--- src/dets_regs.svh ---
// Register offsets, field positions and reset values of the trigger block
// How it works
// - Mode bits decode to off, edge, level, latched, FIFO
// - Any mode but off turns second irq pin into input
// - Gyro always affected; accel when extension set
// - Trigger active low unless polarity bit set
// - Edge mode keeps first sample after active edge
// - Without extension accel keeps its own rate
// - With extension accel downsampled by same trigger
// - Level sampled at tick; later change waits
// - Unbatched gyro leaves FIFO accel traffic normal; code gates FIFO accel by the extension bit alone, whatever the gyro batching
// - Level mode stamps active level into LSB
// - Level mode keeps every sample, normal batching
// - Gated data-ready only while trigger active, in level mode only
// - Data-ready output latched or pulsed by bit
// - Latched mode stamps one after a pulse
// - FIFO-enable mode batches only while active
// - FIFO-enable stamps 0 odd, 1 even windows
// - Axis and sensor bits pick stamped LSBs
`ifndef DETS_REGS_SVH
`define DETS_REGS_SVH

`define DETS_OFS_MODE      8'h00
`define DETS_OFS_STAMP     8'h01
`define DETS_OFS_ROUTE     8'h02
`define DETS_OFS_STATUS    8'h03

`define DETS_MODE_EDGE_BIT 2
`define DETS_MODE_LVL1_BIT 1
`define DETS_MODE_LVL2_BIT 0

`define DETS_STAMP_AXIS_LO 0
`define DETS_STAMP_AXIS_HI 2
`define DETS_STAMP_SEL_BIT 3
`define DETS_STAMP_EXT_BIT 4
`define DETS_STAMP_POL_BIT 5

`define DETS_ROUTE_GATE_BIT  0
`define DETS_ROUTE_PULSE_BIT 1

`define DETS_RST_MODE      3'h0
`define DETS_RST_STAMP     6'h07
`define DETS_RST_ROUTE     2'h0

`define DETS_GYRO          0
`define DETS_ACCEL         1

`endif

--- src/dets_pkg.sv ---
// Types shared by the trigger block and its per-sensor path
package dets_pkg;

  typedef enum logic [2:0] {
    DETS_OFF,
    DETS_EDGE,
    DETS_LEVEL,
    DETS_LATCHED,
    DETS_FIFO_EN
  } dets_mode_t;

  typedef logic [15:0] dets_word_t;
  typedef dets_word_t [2:0] dets_axes_t;

  typedef struct packed {
    logic       sensor;
    dets_axes_t axes;
  } dets_fifo_t;

  typedef struct packed {
    logic       pol;
    logic       ext;
    logic       sel;
    logic [2:0] axis;
  } dets_stamp_cfg_t;

  typedef struct packed {
    logic pulse;
    logic gate;
  } dets_route_t;

endpackage

--- src/dets_path.sv ---
// One sensor's sample path: downsampling, stamping, ready flag, batching
`timescale 1ns/100ps
module dets_path (
  input  wire logic                  core_clk,
  input  wire logic                  rst_b,
  input  wire logic                  odr_tick,
  input  wire dets_pkg::dets_axes_t  sample,
  input  wire logic                  den_active,
  input  wire logic                  den_edge,
  input  wire logic                  mode_new,
  input  wire dets_pkg::dets_mode_t  mode,
  input  wire logic                  apply_den,
  input  wire logic [2:0]            stamp_mask,
  input  wire logic                  batch_enable,
  input  wire logic                  ready_clear,
  output dets_pkg::dets_axes_t       out_data,
  output logic                       data_ready,
  output logic                       update_pulse,
  output logic                       fifo_valid,
  output logic                       window_odd
);

  logic                 prev_q, prev_d;
  logic                 pend_q, pend_d;
  logic                 odd_q, odd_d;
  logic                 rdy_q, rdy_d;
  logic                 upd_q, upd_d;
  logic                 fv_q, fv_d;
  dets_pkg::dets_axes_t out_q, out_d;
  dets_pkg::dets_axes_t stamped;
  logic                 rise, take, sbit, do_stamp;

  // Next state of the path; the level is only looked at on the tick
  always_comb
  begin
    rise   = odr_tick & den_active & ~prev_q;
    prev_d = odr_tick ? den_active : prev_q;
    pend_d = pend_q;
    if (odr_tick)
      pend_d = 1'b0;
    if (den_edge)
      pend_d = 1'b1;                                         // Set wins
    odd_d = odd_q;
    if (mode == dets_pkg::DETS_FIFO_EN && rise)
      odd_d = ~odd_q;
    if (mode_new)
      odd_d = 1'b0;
    sbit     = 1'b0;
    do_stamp = 1'b1;
    unique case (mode)
      dets_pkg::DETS_LEVEL:   sbit = den_active;
      dets_pkg::DETS_LATCHED: sbit = pend_q | den_edge;
      dets_pkg::DETS_FIFO_EN: sbit = ~(odd_q ^ rise);
      dets_pkg::DETS_OFF,
      dets_pkg::DETS_EDGE:    do_stamp = 1'b0;
    endcase
    // Where the trigger applies, edge mode drops all samples but the first after an edge
    take = odr_tick & (!(apply_den && mode == dets_pkg::DETS_EDGE)
                       || rise);
    stamped = sample;
    for (int i = 0; i < 3; i++)
      if (do_stamp && stamp_mask[i])
        stamped[i][0] = sbit;
    out_d = take ? stamped : out_q;
    upd_d = take;
    rdy_d = rdy_q;
    if (ready_clear)
      rdy_d = 1'b0;
    if (take)
      rdy_d = 1'b1;                                          // Set wins
    // Where the trigger applies, FIFO-enable mode holds back batching outside the window
    fv_d = take & batch_enable
         & (!(apply_den && mode == dets_pkg::DETS_FIFO_EN)
            || den_active);
  end

  always_ff @(posedge core_clk or negedge rst_b)
  begin
    if (!rst_b)
    begin
      prev_q <= 1'b0;
      pend_q <= 1'b0;
      odd_q  <= 1'b0;
      rdy_q  <= 1'b0;
      upd_q  <= 1'b0;
      fv_q   <= 1'b0;
      out_q  <= '0;
    end
    else
    begin
      prev_q <= prev_d;
      pend_q <= pend_d;
      odd_q  <= odd_d;
      rdy_q  <= rdy_d;
      upd_q  <= upd_d;
      fv_q   <= fv_d;
      out_q  <= out_d;
    end
  end

  assign out_data     = out_q;
  assign data_ready   = rdy_q;
  assign update_pulse = upd_q;
  assign fifo_valid   = fv_q;
  assign window_odd   = odd_q;
endmodule

--- src/dets_core.sv ---
// Data-enable trigger logic: registers, pin handling, two sensor paths
`timescale 1ns/100ps
`include "dets_regs.svh"
module dets_core (
  input  wire logic                       core_clk,
  input  wire logic                       rst_b,
  input  wire logic [7:0]                 reg_addr,
  input  wire logic [7:0]                 reg_wdata,
  input  wire logic                       reg_write,
  input  wire logic                       reg_read,
  output logic [7:0]                      reg_rdata,
  input  wire logic [1:0]                 odr_tick,
  input  wire dets_pkg::dets_axes_t [1:0] sensor_sample,
  input  wire logic [1:0]                 batch_enable,
  input  wire logic                       second_irq_source,
  input  wire logic                       second_irq_pin_i,
  output logic                            second_irq_pin_o,
  output logic                            second_irq_pin_oe,
  output logic                            first_irq_pin_o,
  output dets_pkg::dets_axes_t            gyro_out,
  output dets_pkg::dets_axes_t            accel_out,
  output logic                            gyro_data_ready_flag,
  output logic                            accel_data_ready_flag,
  output logic [1:0]                      fifo_valid,
  output dets_pkg::dets_fifo_t [1:0]      fifo_data
);

  // Mode select bits to mode; the three unused codes act as off
  function automatic dets_pkg::dets_mode_t dets_decode(
    input logic [2:0] sel
  );
    dets_pkg::dets_mode_t m;
    m = dets_pkg::DETS_OFF;
    unique case (sel)
      3'h4:    m = dets_pkg::DETS_EDGE;
      3'h2:    m = dets_pkg::DETS_LEVEL;
      3'h3:    m = dets_pkg::DETS_LATCHED;
      3'h6:    m = dets_pkg::DETS_FIFO_EN;
      default: m = dets_pkg::DETS_OFF;
    endcase
    return m;
  endfunction

  // Configuration state
  logic [2:0]                trigger_mode_config_q, trigger_mode_config_d;
  logic [2:0]                mode_prev_q, mode_prev_d;
  dets_pkg::dets_stamp_cfg_t stamping_config_q, stamping_config_d;
  dets_pkg::dets_route_t     first_irq_route_config_q;
  dets_pkg::dets_route_t     first_irq_route_config_d;
  logic [7:0]                rdata_q, rdata_d;

  // Pin and trigger state
  logic                      sync1_q, sync2_q, sync3_q;
  logic                      irq1_q, irq1_d;
  logic                      oe_q, oe_d;
  logic                      pin_o_q, pin_o_d;

  // Derived signals
  dets_pkg::dets_mode_t      mode;
  logic                      mode_new;
  logic                      den_active, den_prev, den_edge;
  logic                      ready_clear;
  logic [1:0]                apply_den;
  logic [1:0][2:0]           stamp_mask;
  dets_pkg::dets_axes_t [1:0] out_data;
  logic [1:0]                data_ready, update_pulse, fifo_v, window_odd;
  logic                      drdy_evt, drdy_lvl, drdy_allow;
  logic [7:0]                status;

  assign mode     = dets_decode(trigger_mode_config_q);
  assign mode_new = (mode != dets_pkg::DETS_OFF)
                  && (mode != dets_decode(mode_prev_q));

  // Register writes; unmapped offsets and the status word ignore writes
  always_comb
  begin
    trigger_mode_config_d    = trigger_mode_config_q;
    stamping_config_d        = stamping_config_q;
    first_irq_route_config_d = first_irq_route_config_q;
    mode_prev_d              = trigger_mode_config_q;
    if (reg_write)
    begin
      unique case (reg_addr)
        `DETS_OFS_MODE:
          trigger_mode_config_d = {reg_wdata[`DETS_MODE_EDGE_BIT],
                                   reg_wdata[`DETS_MODE_LVL1_BIT],
                                   reg_wdata[`DETS_MODE_LVL2_BIT]};
        `DETS_OFS_STAMP:
          stamping_config_d = {reg_wdata[`DETS_STAMP_POL_BIT],
                               reg_wdata[`DETS_STAMP_EXT_BIT],
                               reg_wdata[`DETS_STAMP_SEL_BIT],
                               reg_wdata[`DETS_STAMP_AXIS_HI:
                                         `DETS_STAMP_AXIS_LO]};
        `DETS_OFS_ROUTE:
          first_irq_route_config_d = {reg_wdata[`DETS_ROUTE_PULSE_BIT],
                                      reg_wdata[`DETS_ROUTE_GATE_BIT]};
        default:
          trigger_mode_config_d = trigger_mode_config_q;
      endcase
    end
  end

  // Read data; one cycle after the strobe and zero otherwise
  always_comb
  begin
    status                          = 8'h00;
    status[`DETS_GYRO]              = data_ready[`DETS_GYRO];
    status[`DETS_ACCEL]             = data_ready[`DETS_ACCEL];
    status[2]                       = den_active;
    status[3]                       = window_odd[`DETS_GYRO];
    status[6:4]                     = trigger_mode_config_q;
    rdata_d = 8'h00;
    if (reg_read)
    begin
      unique case (reg_addr)
        `DETS_OFS_MODE:
        begin
          rdata_d[`DETS_MODE_EDGE_BIT] = trigger_mode_config_q[2];
          rdata_d[`DETS_MODE_LVL1_BIT] = trigger_mode_config_q[1];
          rdata_d[`DETS_MODE_LVL2_BIT] = trigger_mode_config_q[0];
        end
        `DETS_OFS_STAMP:  rdata_d = {2'h0, stamping_config_q};
        `DETS_OFS_ROUTE:  rdata_d = {6'h00, first_irq_route_config_q};
        `DETS_OFS_STATUS: rdata_d = status;
        default:          rdata_d = 8'h00;
      endcase
    end
  end

  // Reading status acknowledges both ready flags
  assign ready_clear = reg_read && (reg_addr == `DETS_OFS_STATUS);

  always_ff @(posedge core_clk or negedge rst_b)
  begin
    if (!rst_b)
    begin
      trigger_mode_config_q    <= `DETS_RST_MODE;
      mode_prev_q              <= `DETS_RST_MODE;
      stamping_config_q        <= `DETS_RST_STAMP;
      first_irq_route_config_q <= `DETS_RST_ROUTE;
      rdata_q                  <= 8'h00;
    end
    else
    begin
      trigger_mode_config_q    <= trigger_mode_config_d;
      mode_prev_q              <= mode_prev_d;
      stamping_config_q        <= stamping_config_d;
      first_irq_route_config_q <= first_irq_route_config_d;
      rdata_q                  <= rdata_d;
    end
  end

  assign reg_rdata = rdata_q;

  // Pin synchroniser; the third stage only feeds the edge detector
  always_ff @(posedge core_clk or negedge rst_b)
  begin
    if (!rst_b)
    begin
      sync1_q <= 1'b0;
      sync2_q <= 1'b0;
      sync3_q <= 1'b0;
    end
    else
    begin
      sync1_q <= second_irq_pin_i;
      sync2_q <= sync1_q;
      sync3_q <= sync2_q;
    end
  end

  // Polarity correction; while off the pin is an output and is not read
  always_comb
  begin
    den_active = 1'b0;
    den_prev   = 1'b0;
    if (mode != dets_pkg::DETS_OFF)
    begin
      den_active = stamping_config_q.pol ? sync2_q : ~sync2_q;
      den_prev   = stamping_config_q.pol ? sync3_q : ~sync3_q;
    end
    den_edge = den_active & ~den_prev;
  end

  // Which sensor the trigger acts on and which axes carry the stamp
  always_comb
  begin
    apply_den[`DETS_GYRO]   = 1'b1;
    apply_den[`DETS_ACCEL]  = stamping_config_q.ext;
    stamp_mask[`DETS_GYRO]  = stamping_config_q.sel ? 3'h0
                            : stamping_config_q.axis;
    stamp_mask[`DETS_ACCEL] = stamping_config_q.sel ? stamping_config_q.axis
                            : 3'h0;
  end

  // Gyro and accel paths are identical apart from their controls
  generate
    for (genvar s = 0; s < 2; s++)
    begin : g_path
      dets_path u_path (
        .core_clk     (core_clk),
        .rst_b        (rst_b),
        .odr_tick     (odr_tick[s]),
        .sample       (sensor_sample[s]),
        .den_active   (den_active),
        .den_edge     (den_edge),
        .mode_new     (mode_new),
        .mode         (mode),
        .apply_den    (apply_den[s]),
        .stamp_mask   (stamp_mask[s]),
        .batch_enable (batch_enable[s]),
        .ready_clear  (ready_clear),
        .out_data     (out_data[s]),
        .data_ready   (data_ready[s]),
        .update_pulse (update_pulse[s]),
        .fifo_valid   (fifo_v[s]),
        .window_odd   (window_odd[s])
      );
      assign fifo_data[s] = '{sensor: 1'(s), axes: out_data[s]};
    end
  endgenerate

  assign gyro_out              = out_data[`DETS_GYRO];
  assign accel_out             = out_data[`DETS_ACCEL];
  assign gyro_data_ready_flag  = data_ready[`DETS_GYRO];
  assign accel_data_ready_flag = data_ready[`DETS_ACCEL];
  assign fifo_valid            = fifo_v;

  // Data-ready on the first pin; gating only applies in level mode
  always_comb
  begin
    drdy_evt   = |update_pulse;
    drdy_lvl   = |data_ready;
    drdy_allow = !(mode == dets_pkg::DETS_LEVEL
                   && first_irq_route_config_q.gate) || den_active;
    irq1_d     = (first_irq_route_config_q.pulse ? drdy_evt : drdy_lvl)
               & drdy_allow;
  end

  // Second pin turns input in any mode; otherwise carries its interrupt
  always_comb
  begin
    oe_d    = (mode == dets_pkg::DETS_OFF);
    pin_o_d = oe_d & second_irq_source;
  end

  always_ff @(posedge core_clk or negedge rst_b)
  begin
    if (!rst_b)
    begin
      irq1_q  <= 1'b0;
      oe_q    <= 1'b1;
      pin_o_q <= 1'b0;
    end
    else
    begin
      irq1_q  <= irq1_d;
      oe_q    <= oe_d;
      pin_o_q <= pin_o_d;
    end
  end

  assign first_irq_pin_o   = irq1_q;
  assign second_irq_pin_oe = oe_q;
  assign second_irq_pin_o  = pin_o_q;
endmodule

--- config.mk ---
export PLATFORM = sky130hd
export DESIGN_NAME = dets_core
export DESIGN_NICKNAME = d
export VERILOG_FILES = /design/src/dets_pkg.sv /design/src/dets_path.sv /design/src/dets_core.sv
export VERILOG_INCLUDE_DIRS = /design/src
export SDC_FILE = /design/constraint.sdc
export NUM_CORES = 1
export LEC_CHECK = 0
export ABC_AREA = 1
export ABC_CLOCK_PERIOD_IN_PS = 4100
export BUFFER_PORTS_ARGS = -buffer_cell sky130_fd_sc_hd__buf_4
export CAP_MARGIN = 20
export CORE_AREA = 2 2 129 131
export DETAILED_ROUTE_END_ITERATION = 7
export DIE_AREA = 0 0 131 133
export PLACE_DENSITY = 0.73
export SLEW_MARGIN = 0
export SYNTH_ARGS = -nofsm -noshare
export SYNTH_HDL_FRONTEND = slang
export SYNTH_HIERARCHICAL = 1
export SYNTH_SLANG_ARGS = --single-unit
export TNS_END_PERCENT = 10
--- constraint.sdc ---
create_clock -name core_clk -period 4.1 [get_ports core_clk]
set_input_delay 0.82 -clock core_clk [delete_from_list [all_inputs] [get_ports core_clk]]
set_output_delay 0.82 -clock core_clk [all_outputs]
set_load 0.05 [all_outputs]
==> results.cfg <==
[flow_run]
drv_cap = 0

[pwr]
leakage_nw = 4.996
finalPower_w = 0.004339
p_per_area_mw_per_mm2 = 479.0
vdd_drop_max_mv = 0.2737

[floorplanning]
die_w_um = 131
ios = 331
core_mm2 = 0.01617
die_height_um = 133
start_util_pct = 40.94
row_count = 47
die_area_mm2 = 0.01742

[routing]
drc = 0
wl_per_cell_um = 14.62
vias = 5716
ant_nets = 0
vias_per_cell = 4.547
drtIter0Drc = 326
drt_wl_total_um = 18370
dr.pass1.iters = 6

[cts]
clk_pin_slew_ns = 0.06
root_buffer = clkbuf_16
cts-hold-fix-buffers = 0
clock_latency_ns = 0.41
htree_levels = 4
post_cts_buffers = 0
cts_max_path_buffers = 2
numCtsBuffers = 17
clkSinkCount = 135
cts_tree = yes
cts_resized = 0

[worst_setup_path]
crit_chain = inv_1, nand3_1, inv_1, nor2_4, nand3_1, o21bai_4, buf_4, nand2_1, nand2_1
critPathLaunchType = flip-flop
crit_fanout = 29
worst-path-buf-inv = 3
critPathSlowestCell = o21bai_4
max_stage_delay_ns = 0.63
cp.required_ns = 4.45
critPathTopFamily = buffers and inverters
cp-end-kind = flip-flop
worst_ep_arrival_time_ns = 2.86
critical_path_class = flip-flop to flip-flop

[hold_path]
hold_path.class = flip-flop to flip-flop

[yosys]
synth_top_area_share_pct = 49.51
post_synth_inst_count = 795
avgSynthCellArea_um2 = 8.329
ys_seq_elements = 135
ys_seq_area_share_pct = 51.10
syn_area_mm2 = 0.006621
yosysWarnings = 6
synthTopCellsByArea = dfrtp_1, nand2_1, buf_4
synth_cell_types = 30
yosysTopAreaCell = dfrtp_1

[place]
gp_congestion = 0.8705
place_hpwl_um = 13680
port_buffers = 325

[sta]
tightestPinTransition_ns = 0.7857
setup_violations = 0
maxSlewHeadroom_pct = 47.62
fin_crit_ns = 2.508
finClkSkew_ns = 0.009896
timing.final.crit_share_pct = 61.17
rsz0062_at_grt = no
max_freq_mhz = 398.7
drv_slew = 0
hold_viol = 0
tns_ns = 0

[layout]
n_fill_cell = 1516
multi_input_area_mm2 = 0.002102
area_growth_pct = 36.79
nets = 1146
seqCellArea_mm2 = 0.003383
drive_gt1_share_pct = 38.67
num_antenna_cells = 0

[global_routing]
antenna_found_initial = 0
grt_pass1_vias = 5321
grt_pass1_wl_um = 27680
grt_overflow = 0
grt_max_degree = 86
grt_usage_pct = 20.90

[run_status]
status = finished, final reports clean
## synthesized netlist by cell type, drive strengths merged
master  count
o21bai      3
clkbuf      1
nor2       58
nor3        8
nand4       1
dfstp       4
conb        2
nand2     357
xnor2       1
dfrtp     131
buf       121
o211ai      2
and2        1
a21oi       3
o21ai      20
inv        48
nand3      34
## metrics by stage
stage               hold slack, ns  util (%)  std cells  instance area (um2)  worst slack [ns]
global route                0.3479     56.01       1257                 9057             1.362
CTS                         0.3492     56.01       1257                 9057             1.551
finish                      0.3456     56.01       1257                 9057             1.592
global placement            0.3345     52.20       1225                 8442             1.618
floorplan                   0.3312         -        798                 6633             2.324
detailed placement          0.3355     52.20       1225                 8442             1.559
## cells in the final DEF, fill, tap and decap left out, types with 3 or more instances in the layout
master and instances:
inv_2 3, nand3_1 34, bufinv_16 4, clkbuf_16 17, nor2_2 5, conb_1 5, inv_1 43, nand2_2 20
dfrtp_1 131, buf_4 327, dfstp_2 4, nor2_4 3, clkbuf_1 4, nor2_1 50, nor3_1 7, o21ai_1 5
a21oi_1 3, clkinv_2 4, o21ai_0 13, nand2_1 335
## per-layer routing
| metal | up-vias | share of wire (%) | GRT usage [%] |
|---|---|---|---|
| met3 | 24 | 7.9 | 5.419 |
| met4 | 0 | 1.6 | 6.856 |
| met5 | - | 0 | 0 |
| li1 | 2774 | - | - |
| met2 | 247 | 50 | 35.43 |
| met1 | 2671 | 41 | 25.79 |
## final timing paths
| kind | slack [ns] | to | cells after the start | startpoint |
|---|---|---|---|---|
| min | 0.35 | sync2_q$_DFF_PN0_ | 0 | sync1_q$_DFF_PN0_ |
| min reg2reg | 0.35 | sync2_q$_DFF_PN0_ | 0 | sync1_q$_DFF_PN0_ |
| min in group asynchronous | 0.44 | g_path[1].u_path/data_ready$_DFFE_PN0P_ | 1 | rst_b |
| max reg2reg | 1.59 | g_path[0].u_path/out_data[26]$_DFFE_PN0P_ | 9 | mode_prev_d[0]$_DFFE_PN0P_ |
| max | 1.59 | g_path[0].u_path/out_data[26]$_DFFE_PN0P_ | 9 | mode_prev_d[0]$_DFFE_PN0P_ |
| max in group asynchronous | 2.85 | g_path[0].u_path/out_data[37]$_DFFE_PN0P_ | 2 | rst_b |
## kinds of logic (layout without fill, tap and decap cells)
| group | after synthesis | after routing | share of synthesized area, % |
|---|---|---|---|
| AOI/OAI and AO/OA | 28 | 28 | 2.532 |
| xor gates and xnor gates | 1 | 1 | 0.1323 |
| buffers and inverters | 170 | 409 | 17.55 |
| DFF | 135 | 135 | 51.10 |
| other | 2 | 5 | 0.1134 |
| and+or+nand+nor | 459 | 459 | 28.57 |
## area by class of cell
cell class	count	share of cell area (%)
sequential	135	37.35
multi-input combinational	493	23.21
clock inverter	9	1.630
inverter	48	2.155
tap	220	3.039
timing repair buffer	329	27.45
clock buffer	23	5.166
## flip-flops by register name, summed over array words and instances (netlist names), 2 cells and up
register / flops
g_path.u_path/out_data: 96
reg_rdata: 7
stamping_config_q: 5
mode_prev_d: 3
mode_prev_q: 3
first_irq_route_config_q: 2
g_path.u_path/data_ready: 2
g_path.u_path/fifo_valid: 2
g_path.u_path/pend_q: 2
g_path.u_path/prev_q: 2
g_path.u_path/update_pulse: 2
g_path.u_path/window_odd: 2
## report_power, final
group | total, W | leakage [nW] | switching, W | internal (W)
sequential | 0.00153 | 1.67 | 0.0000983 | 0.00143
clock | 0.00159 | 0.301 | 0.000545 | 0.00105
combinational | 0.00122 | 3.03 | 0.000864 | 0.000352
total | 0.00434 | 5.00 | 0.00151 | 0.00283
No activity file was read; power rests on OpenSTA's default activity.
